### src/logic/lpws_defs.svh
/*
  Timing figures and encodings of the low-power wake-up sequencer.
  Assumes inclusion by bare name from the package and the sequencer.
*/
`ifndef LPWS_DEFS_SVH
`define LPWS_DEFS_SVH
// resume latencies, system clock cycles
`define LPWS_IDLE_ACT_CYC   12'd20
`define LPWS_IDLE_SLP_CYC   12'd1050
`define LPWS_STBY_ACT_CYC   12'd100
`define LPWS_STBY_SLP_CYC   12'd1125
`define LPWS_HALT_SLP_CYC   12'd1125
`define LPWS_HALT_RAM_CYC   12'd35
// offset between decision cycle and counter load
`define LPWS_RES_OFS        12'd2
// clock hold-off before gating
`define LPWS_HOLD_CYC       7'd32
`define LPWS_HOLD_HALF_CYC  7'd64
// clock output pin drop point, inside the 32..45 window
`define LPWS_CLKOUT_LOW_CYC 7'd33
// standby pulse width, oscillator cycles
`define LPWS_STBY_RAW_OSC   7'd3
`define LPWS_STBY_QBASE_OSC 7'd2
// oscillator cycles of pll lock
`define LPWS_PLL_LOCK_OSC   131072
// low-power mode select codes
`define LPWS_MODE_IDLE      2'h0
`define LPWS_MODE_STBY      2'h1
`define LPWS_MODE_HALT      2'h2
// code fetch source codes
`define LPWS_SRC_FLASH_ACT  2'h0
`define LPWS_SRC_FLASH_SLP  2'h1
`define LPWS_SRC_RAM        2'h2
`endif

### src/logic/lpws_pkg.sv
/*
  Types of the low-power wake-up sequencer.
  Assumes lpws_defs.svh on the include path.
*/
package lpws_pkg;
  `include "lpws_defs.svh"

  // wake sources usable in idle mode, all active high
  typedef struct packed {
    logic enabled_irq;
    logic watchdog_wake_interrupt;
    logic external_nonmaskable_interrupt;
    logic device_reset_pin;
  } lpws_wake_t;

  // clock enables driven to the clock tree
  typedef struct packed {
    logic cpu;
    logic periph;
    logic pll;
    logic osc;
  } lpws_clk_t;

  typedef enum logic [7:0] {
    LPWS_RUN   = 8'h01,
    LPWS_IDLE  = 8'h02,
    LPWS_FLUSH = 8'h04,
    LPWS_STBY  = 8'h08,
    LPWS_HALT  = 8'h10,
    LPWS_OSCW  = 8'h20,
    LPWS_PLL   = 8'h40,
    LPWS_RES   = 8'h80
  } lpws_state_t;
endpackage : lpws_pkg

### src/logic/lpws_sequencer.sv
/*
  Low-power mode entry and exit sequencer: idle, standby and halt.
  Assumes all inputs synchronous to i_clk_sys; the oscillator clock is
  seen as a one-cycle tick i_osc_tick; the halt wake pin is already
  synchronised by the pad logic.
*/
// Overview of operation
// - idle resume takes 20 or 1050 cycles plus the qualifier window.
// - idle ends on enabled irq, watchdog, nmi or reset pin.
// - in standby and halt the clock output pin falls 32 to 45 cycles after the idle op.
// - in standby and halt the system clock runs 32 cycles, or 64 when halved, before gating.
// - standby gates peripheral clocks and keeps pll and watchdog.
// - standby resume takes 100 or 1125 cycles after the wake pulse.
// - after standby the waking interrupt is serviced only if enabled.
// - halt stops peripherals and pll, and the oscillator on crystal.
// - a falling wake pin edge in halt restarts the oscillator.
// - halt exit waits 131072 osc cycles of pll lock, pll used or not.
// - after lock, resume takes 1125 cycles from sleeping flash or 35 from ram or active flash.
// - halt exit re-enables clocks, then services an enabled interrupt.
`timescale 1ns/1ps
`include "lpws_defs.svh"
module lpws_sequencer
  import lpws_pkg::*;
#(
  parameter int PLL_LOCK_OSC = `LPWS_PLL_LOCK_OSC
) (
  input  wire logic       i_clk_sys,
  input  wire logic       i_resetn,
  input  wire logic       i_idle_exec,
  input  wire logic [1:0] i_mode_sel,
  input  wire logic       i_input_clock_halver,
  input  wire logic [1:0] i_fetch_src,
  input  wire logic       i_qual_en,
  input  wire logic [9:0] i_qual_window,
  input  wire logic [5:0] i_standby_wake_qualify_count,
  input  wire logic       i_osc_tick,
  input  wire logic       i_osc_stable,
  input  wire logic       i_xtal_src,
  input  wire lpws_wake_t i_wake,
  input  wire logic       i_wake_gpio_n,
  input  wire logic       i_wake_int_en,
  output lpws_clk_t       o_clk_en,
  output logic            o_clock_output_pin,
  output logic            o_resume,
  output logic            o_service_int
);

  lpws_state_t state_reg;
  lpws_state_t state_next;
  logic [6:0]  hold_reg;
  logic [6:0]  wake_cnt_reg;
  logic [11:0] res_cnt_reg;
  logic [17:0] lock_cnt_reg;
  logic        gpio_n_reg;
  logic        halt_mode_reg;
  logic        int_en_reg;

  // combinational decode
  logic        wake_any;
  logic        gpio_fall;
  logic [6:0]  hold_lim;
  logic [6:0]  stby_need;
  logic        stby_ok;
  logic        lock_done;
  logic [11:0] res_load;

  assign wake_any  = |i_wake;
  assign gpio_fall = gpio_n_reg & ~i_wake_gpio_n;
  assign hold_lim  = i_input_clock_halver ? `LPWS_HOLD_HALF_CYC
                                          : `LPWS_HOLD_CYC;
  assign stby_need = i_qual_en ? (`LPWS_STBY_QBASE_OSC +
                                  {1'b0, i_standby_wake_qualify_count})
                               : `LPWS_STBY_RAW_OSC;
  assign stby_ok   = wake_any && i_osc_tick &&
                     (wake_cnt_reg + 7'd1 >= stby_need);
  assign lock_done = (lock_cnt_reg == 18'd0) && i_osc_tick;

  // resume latency picked from state and fetch source
  always_comb begin
    res_load = `LPWS_HALT_RAM_CYC;
    unique case (state_reg)
      LPWS_IDLE: begin
        res_load = (i_fetch_src == `LPWS_SRC_FLASH_SLP) ?
                   `LPWS_IDLE_SLP_CYC : `LPWS_IDLE_ACT_CYC;
        if (i_qual_en) begin
          res_load = res_load + {2'b00, i_qual_window};
        end
      end
      LPWS_STBY: begin
        res_load = (i_fetch_src == `LPWS_SRC_FLASH_SLP) ?
                   `LPWS_STBY_SLP_CYC : `LPWS_STBY_ACT_CYC;
      end
      LPWS_PLL: begin
        res_load = (i_fetch_src == `LPWS_SRC_FLASH_SLP) ?
                   `LPWS_HALT_SLP_CYC : `LPWS_HALT_RAM_CYC;
      end
      default: res_load = `LPWS_HALT_RAM_CYC;
    endcase
  end

  // next state
  always_comb begin
    state_next = state_reg;
    unique case (state_reg)
      LPWS_RUN: begin
        if (i_idle_exec) begin
          state_next = (i_mode_sel == `LPWS_MODE_IDLE) ?
                       LPWS_IDLE : LPWS_FLUSH;
        end
      end
      LPWS_IDLE:  if (wake_any) state_next = LPWS_RES;
      LPWS_FLUSH: begin
        if (hold_reg + 7'd1 >= hold_lim) begin
          state_next = halt_mode_reg ? LPWS_HALT : LPWS_STBY;
        end
      end
      LPWS_STBY:  if (stby_ok) state_next = LPWS_RES;
      LPWS_HALT: begin
        if (gpio_fall || i_wake.device_reset_pin) begin
          state_next = LPWS_OSCW;
        end
      end
      LPWS_OSCW:  if (i_osc_stable) state_next = LPWS_PLL;
      LPWS_PLL:   if (lock_done) state_next = LPWS_RES;
      LPWS_RES:   if (res_cnt_reg == 12'd0) state_next = LPWS_RUN;
      default:    state_next = LPWS_RUN;
    endcase
  end

  // state register
  always_ff @(posedge i_clk_sys or negedge i_resetn) begin
    if (!i_resetn) state_reg <= LPWS_RUN;
    else state_reg <= state_next;
  end

  // mode latch and hold-off counter since the idle op
  always_ff @(posedge i_clk_sys or negedge i_resetn) begin
    if (!i_resetn) begin
      hold_reg      <= 7'h00;
      halt_mode_reg <= 1'b0;
    end else if (state_reg == LPWS_RUN && i_idle_exec) begin
      hold_reg      <= 7'h00;
      halt_mode_reg <= (i_mode_sel == `LPWS_MODE_HALT);
    end else if (state_reg == LPWS_FLUSH || hold_reg != 7'h00) begin
      if (hold_reg != 7'h7F) hold_reg <= hold_reg + 7'd1;
    end
  end

  // standby wake pulse width, in oscillator ticks
  always_ff @(posedge i_clk_sys or negedge i_resetn) begin
    if (!i_resetn) wake_cnt_reg <= 7'h00;
    else if (state_reg != LPWS_STBY || !wake_any) wake_cnt_reg <= 7'h00;
    else if (i_osc_tick && wake_cnt_reg != 7'h7F) begin
      wake_cnt_reg <= wake_cnt_reg + 7'd1;
    end
  end

  // pll lock counter, runs whether or not the pll is used
  always_ff @(posedge i_clk_sys or negedge i_resetn) begin
    if (!i_resetn) lock_cnt_reg <= 18'h00000;
    else if (state_reg != LPWS_PLL) begin
      lock_cnt_reg <= 18'(PLL_LOCK_OSC - 1);
    end else if (i_osc_tick && lock_cnt_reg != 18'h00000) begin
      lock_cnt_reg <= lock_cnt_reg - 18'd1;
    end
  end

  // resume latency counter
  always_ff @(posedge i_clk_sys or negedge i_resetn) begin
    if (!i_resetn) res_cnt_reg <= 12'h000;
    else if (state_next == LPWS_RES && state_reg != LPWS_RES) begin
      res_cnt_reg <= res_load - `LPWS_RES_OFS;
    end else if (state_reg == LPWS_RES && res_cnt_reg != 12'h000) begin
      res_cnt_reg <= res_cnt_reg - 12'd1;
    end
  end

  // wake pin edge history and interrupt enable capture
  always_ff @(posedge i_clk_sys or negedge i_resetn) begin
    if (!i_resetn) begin
      gpio_n_reg <= 1'b1;
      int_en_reg <= 1'b0;
    end else begin
      gpio_n_reg <= i_wake_gpio_n;
      if (state_next == LPWS_RES && state_reg != LPWS_RES) begin
        int_en_reg <= i_wake_int_en;
      end
    end
  end

  // resume and interrupt service strobes
  always_ff @(posedge i_clk_sys or negedge i_resetn) begin
    if (!i_resetn) begin
      o_resume      <= 1'b0;
      o_service_int <= 1'b0;
    end else begin
      o_resume      <= (state_reg == LPWS_RES) && (res_cnt_reg == 12'd0);
      o_service_int <= (state_reg == LPWS_RES) && (res_cnt_reg == 12'd0)
                       && int_en_reg;
    end
  end

  // clock enables per mode
  always_ff @(posedge i_clk_sys or negedge i_resetn) begin
    if (!i_resetn) begin
      o_clk_en <= '{cpu: 1'b1, periph: 1'b1, pll: 1'b1, osc: 1'b1};
    end else begin
      unique case (state_next)
        LPWS_IDLE: o_clk_en <= '{cpu: 1'b0, periph: 1'b1,
                                 pll: 1'b1, osc: 1'b1};
        LPWS_STBY: o_clk_en <= '{cpu: 1'b0, periph: 1'b0,
                                 pll: 1'b1, osc: 1'b1};
        LPWS_HALT: o_clk_en <= '{cpu: 1'b0, periph: 1'b0, pll: 1'b0,
                                 osc: ~i_xtal_src};
        LPWS_OSCW: o_clk_en <= '{cpu: 1'b0, periph: 1'b0,
                                 pll: 1'b0, osc: 1'b1};
        LPWS_PLL:  o_clk_en <= '{cpu: 1'b0, periph: 1'b0,
                                 pll: 1'b1, osc: 1'b1};
        default:   o_clk_en <= '{cpu: 1'b1, periph: 1'b1,
                                 pll: 1'b1, osc: 1'b1};
      endcase
    end
  end

  // clock output pin drops at a fixed point after the idle op, in standby and halt only
  always_ff @(posedge i_clk_sys or negedge i_resetn) begin
    if (!i_resetn) o_clock_output_pin <= 1'b1;
    else if (state_reg == LPWS_RES || state_reg == LPWS_RUN ||
             state_reg == LPWS_IDLE) begin
      o_clock_output_pin <= 1'b1;
    end else if (hold_reg + 7'd1 == `LPWS_CLKOUT_LOW_CYC) begin
      o_clock_output_pin <= 1'b0;
    end
  end
endmodule : lpws_sequencer

### config.mk
export PLATFORM = sky130hd
export DESIGN_NAME = lpws_sequencer
export DESIGN_NICKNAME = d
export VERILOG_FILES = /design/src/logic/lpws_pkg.sv /design/src/logic/lpws_sequencer.sv
export VERILOG_INCLUDE_DIRS = /design/src /design/src/logic
export SDC_FILE = /design/constraint.sdc
export NUM_CORES = 1
export LEC_CHECK = 0
export BUFFER_PORTS_ARGS = -buffer_cell sky130_fd_sc_hd__buf_2
export CORE_AREA = 8 8 98 100
export CTS_BUF_LIST = sky130_fd_sc_hd__clkbuf_4 sky130_fd_sc_hd__clkbuf_8
export DETAILED_ROUTE_END_ITERATION = 8
export DIE_AREA = 0 0 106 108
export GPL_TIMING_DRIVEN = 1
export PLACE_DENSITY = 0.73
export SETUP_SLACK_MARGIN = 0.3
export SYNTH_ARGS = -nofsm -noshare
export SYNTH_HDL_FRONTEND = slang
export SYNTH_SLANG_ARGS = --single-unit
### constraint.sdc
create_clock -name i_clk_sys -period 4.07 [get_ports i_clk_sys]
set_input_delay 1.0175 -clock i_clk_sys [delete_from_list [all_inputs] [get_ports i_clk_sys]]
set_output_delay 1.0175 -clock i_clk_sys [all_outputs]
set_load 0.02 [all_outputs]
==> impl_metrics.env <==
export IMPL_antenna_left=0
export IMPL_final_common_cell="nand2_1"
export IMPL_cts_hold_buf=0
export IMPL_cp_startpoint="i_standby_wake_qualify_count[1]"
export IMPL_ys_warn_count=0
export IMPL_slew_headroom_pct=32.04
export IMPL_dp_slack_ns=0.2184
export IMPL_cts_max_path_buffers=2
export IMPL_avgSynthCellArea_um2=8.766
export IMPL_initial_core_util_pct=53.35
export IMPL_clockRootBuffer="clkbuf_8"
export IMPL_tightest_slew_ns=1.019
export IMPL_cts_setup_buffers=0
export IMPL_antenna_found_initial=1
export IMPL_critPathArrivalTime_ns=3.75
export IMPL_final_cell_mix="56 x nand2_1, 55 x dfrtp_1, 41 x nor2_1, 40 x buf_2, 32 x a21oi_1"
export IMPL_port_buffers=40
export IMPL_io_pins=41
export IMPL_required_ns=4.30
export IMPL_cts_repair_resized=0
export IMPL_synth_flop_cell="dfrtp_1"
export IMPL_vdd_drop_max_mv=0.2277
export IMPL_hp_class="reg2reg"
export IMPL_worstPathMaxFanout=14
export IMPL_critPathKind="in2reg"
export IMPL_syn_num_nets=544
export IMPL_tritoncts="done"
export IMPL_reg2reg_slack_ns=0.56
export IMPL_drv_cap=0
export IMPL_wl_per_cell_um=15.03
export IMPL_dr_pass1_iters=5
export IMPL_leakage_uw=0.002041
export IMPL_area_delta_synth_final_pct=11.59
export IMPL_hp_start="o_clock_output_pin$_DFFE_PN1P_"
export IMPL_tns_ns=0
export IMPL_coreArea_mm2=0.008051
export IMPL_die_w_um=106
export IMPL_grt_pass1_wl_um=16860
export IMPL_layout_min_cycle_time_ns=3.521
export IMPL_final_net_count=588
export IMPL_die_h_um=108
export IMPL_clock_latency_ns=0.34
export IMPL_final_cell_area_mm2=0.004793
export IMPL_grt_max_degree=47
export IMPL_vias_per_cell=5.788
export IMPL_gr_total_overflow=0
export IMPL_finClkSkew_ns=0.01048
export IMPL_power_total_uw=1828
export IMPL_powerDensity_mw_per_mm2=381.3
export IMPL_synth_cell_types=75
export IMPL_dp_hpwl_um=7487
export IMPL_routed_via_count=3722
export IMPL_fin_ws_ns=0.5492
export IMPL_drive_gt1_share_pct=16.17
export IMPL_final_core_util_pct=59.53
export IMPL_dieArea_mm2=0.01145
export IMPL_async_reset_ff_share_pct=100.0
export IMPL_critPathLaunchType="input port"
export IMPL_syn_inst=490
export IMPL_drcViolationCount=0
export IMPL_gp_congestion=0.9291
export IMPL_synth_edf_count=0
export IMPL_fin_crit_sh_pct=86.51
export IMPL_routed_wl_um=9666
export IMPL_cts_clk_slew_worst_paths_ns=0.07
export IMPL_num_rows=33
export IMPL_synth_seq_cells=62
export IMPL_diodes=0
export IMPL_clock_sinks=62
export IMPL_grt_use_total_pct=17.90
export IMPL_drt_iter0_markers=180
export IMPL_r2r_start="wake_cnt_reg[0]$_DFFE_PN0P_"
export IMPL_rsz0062_at_grt="no"
export IMPL_largest_reg_flops=18
export IMPL_h_tree_depth=3
export IMPL_final_max_slew_viol_count=0
export IMPL_status="complete, no violations"
export IMPL_cts_buffers=9
export IMPL_syn_cell_area_mm2=0.004295
export IMPL_end_kind="register"
export IMPL_post_dp_cell_area_mm2=0.004606
export IMPL_hold_violations=0
export IMPL_grt_pass1_vias=3685
export IMPL_yosysSeqAreaShare_pct=36.32
export IMPL_fmax_mhz=284.0
export IMPL_final_setup_viol_count=0
==> worst max-delay path, stage by stage <==
cell,delay (ns)
buf_2,0.11
ha_1,0.21
nand3_1,0.08
xnor2_1,0.12
nand2_1,0.09
ha_1,0.31
nand3_1,0.10
o32ai_1,0.43
nand3_1,0.18
a32o_1,0.48
nor2_1,0.24
mux2_2,0.35
==> per-stage QoR <==
stage / hold WS, ns / cells
3_5_place_dp: 0.4645 / 628
3_3_place_gp: 0.4635 / 628
6_report: 0.4747 / 643
5_1_grt: 0.5115 / 643
4_1_cts: 0.4765 / 643
2_1_floorplan: 0.4494 / 490
==> power breakdown <==
part	total (µW)	switching (µW)	leakage [µW]	internal (µW)
sequential	793	90.6	0.000718	702
clock	525	234	0.000102	291
combinational	510	305	0.00122	205
==> final timing paths <==
check,end,cells past startpoint
worst max-delay path,int_en_reg$_DFFE_PN0P_,12
worst min-delay path,o_clock_output_pin$_DFFE_PN1P_,2
worst max register to register,int_en_reg$_DFFE_PN0P_,11
worst min register to register,o_clock_output_pin$_DFFE_PN1P_,2
max in group asynchronous,o_clock_output_pin$_DFFE_PN1P_,2
min in group asynchronous,state_reg[5]$_DFF_PN0_,1
==> cells by family after synthesis <==
kind of cell	after synthesis	share of synthesized area (%)
multiplexers	5	1.194
XOR/XNOR	44	8.972
AND/OR/NAND/NOR	221	27.70
buffers and inverters	33	3.117
AO/OA/AOI/OAI	105	16.69
flip-flops	62	36.32
adder cells (fa/ha/maj)	20	6.001
==> synthesized netlist by cell type (all sizes together) (2+ instances only) <==
| master | instances | area [µm²] |
|---|---|---|
| nand2 | 57 | 216.5 |
| dfrtp | 55 | 1376 |
| nor2 | 41 | 153.9 |
| a21oi | 32 | 160.2 |
| nand3 | 29 | 150.1 |
| o21ai | 24 | 120.1 |
| xnor2 | 24 | 210.2 |
| inv | 22 | 82.58 |
| xor2 | 20 | 175.2 |
| ha | 19 | 237.7 |
| nor3 | 14 | 70.07 |
| and3 | 10 | 62.56 |
| nand2b | 10 | 62.56 |
| nor4 | 10 | 83.83 |
| or3 | 9 | 61.31 |
| clkbuf | 8 | 30.03 |
| dfstp | 7 | 183.9 |
| nor2b | 7 | 43.79 |
| nand4 | 6 | 37.54 |
| or4 | 6 | 45.04 |
| o211ai | 5 | 42.54 |
| o31ai | 5 | 51.30 |
| a31oi | 4 | 25.02 |
| and2 | 4 | 25.02 |
| mux2i | 4 | 40.04 |
| nor4b | 4 | 53.80 |
| a211oi | 3 | 22.52 |
| a21o | 3 | 22.52 |
| buf | 3 | 21.27 |
| a2111oi | 2 | 17.52 |
| a21bo | 2 | 20.02 |
| and4 | 2 | 17.52 |
| nand3b | 2 | 15.01 |
| nor3b | 2 | 15.01 |
| o211a | 2 | 20.02 |
| o21a | 2 | 15.01 |
| o221a | 2 | 22.52 |
| o221ai | 2 | 17.52 |
| o311ai | 2 | 17.52 |
| o32ai | 2 | 17.52 |
| or3b | 2 | 17.52 |
| or4b | 2 | 23.77 |
==> metal layers <==
layer	global-route usage (%)	part of all wire (%)	vias to the layer above
met1	21.46	44	1768
met5	0	0.12	-
met2	30.65	51	71
met3	4.521	4.1	13
li1	-	-	1868
met4	6.332	1.3	2
==> layout make-up <==
class	count	area, µm²
Sequential cell	62	1560
Multi-Input combinational cell	395	2601
Tap cell	105	131.4
Timing Repair Buffer	44	230.2
Clock inverter	5	50.05
Clock buffer	10	137.6
Fill cell	729	3258
Inverter	22	82.58
(Power assumes the default switching activity.)
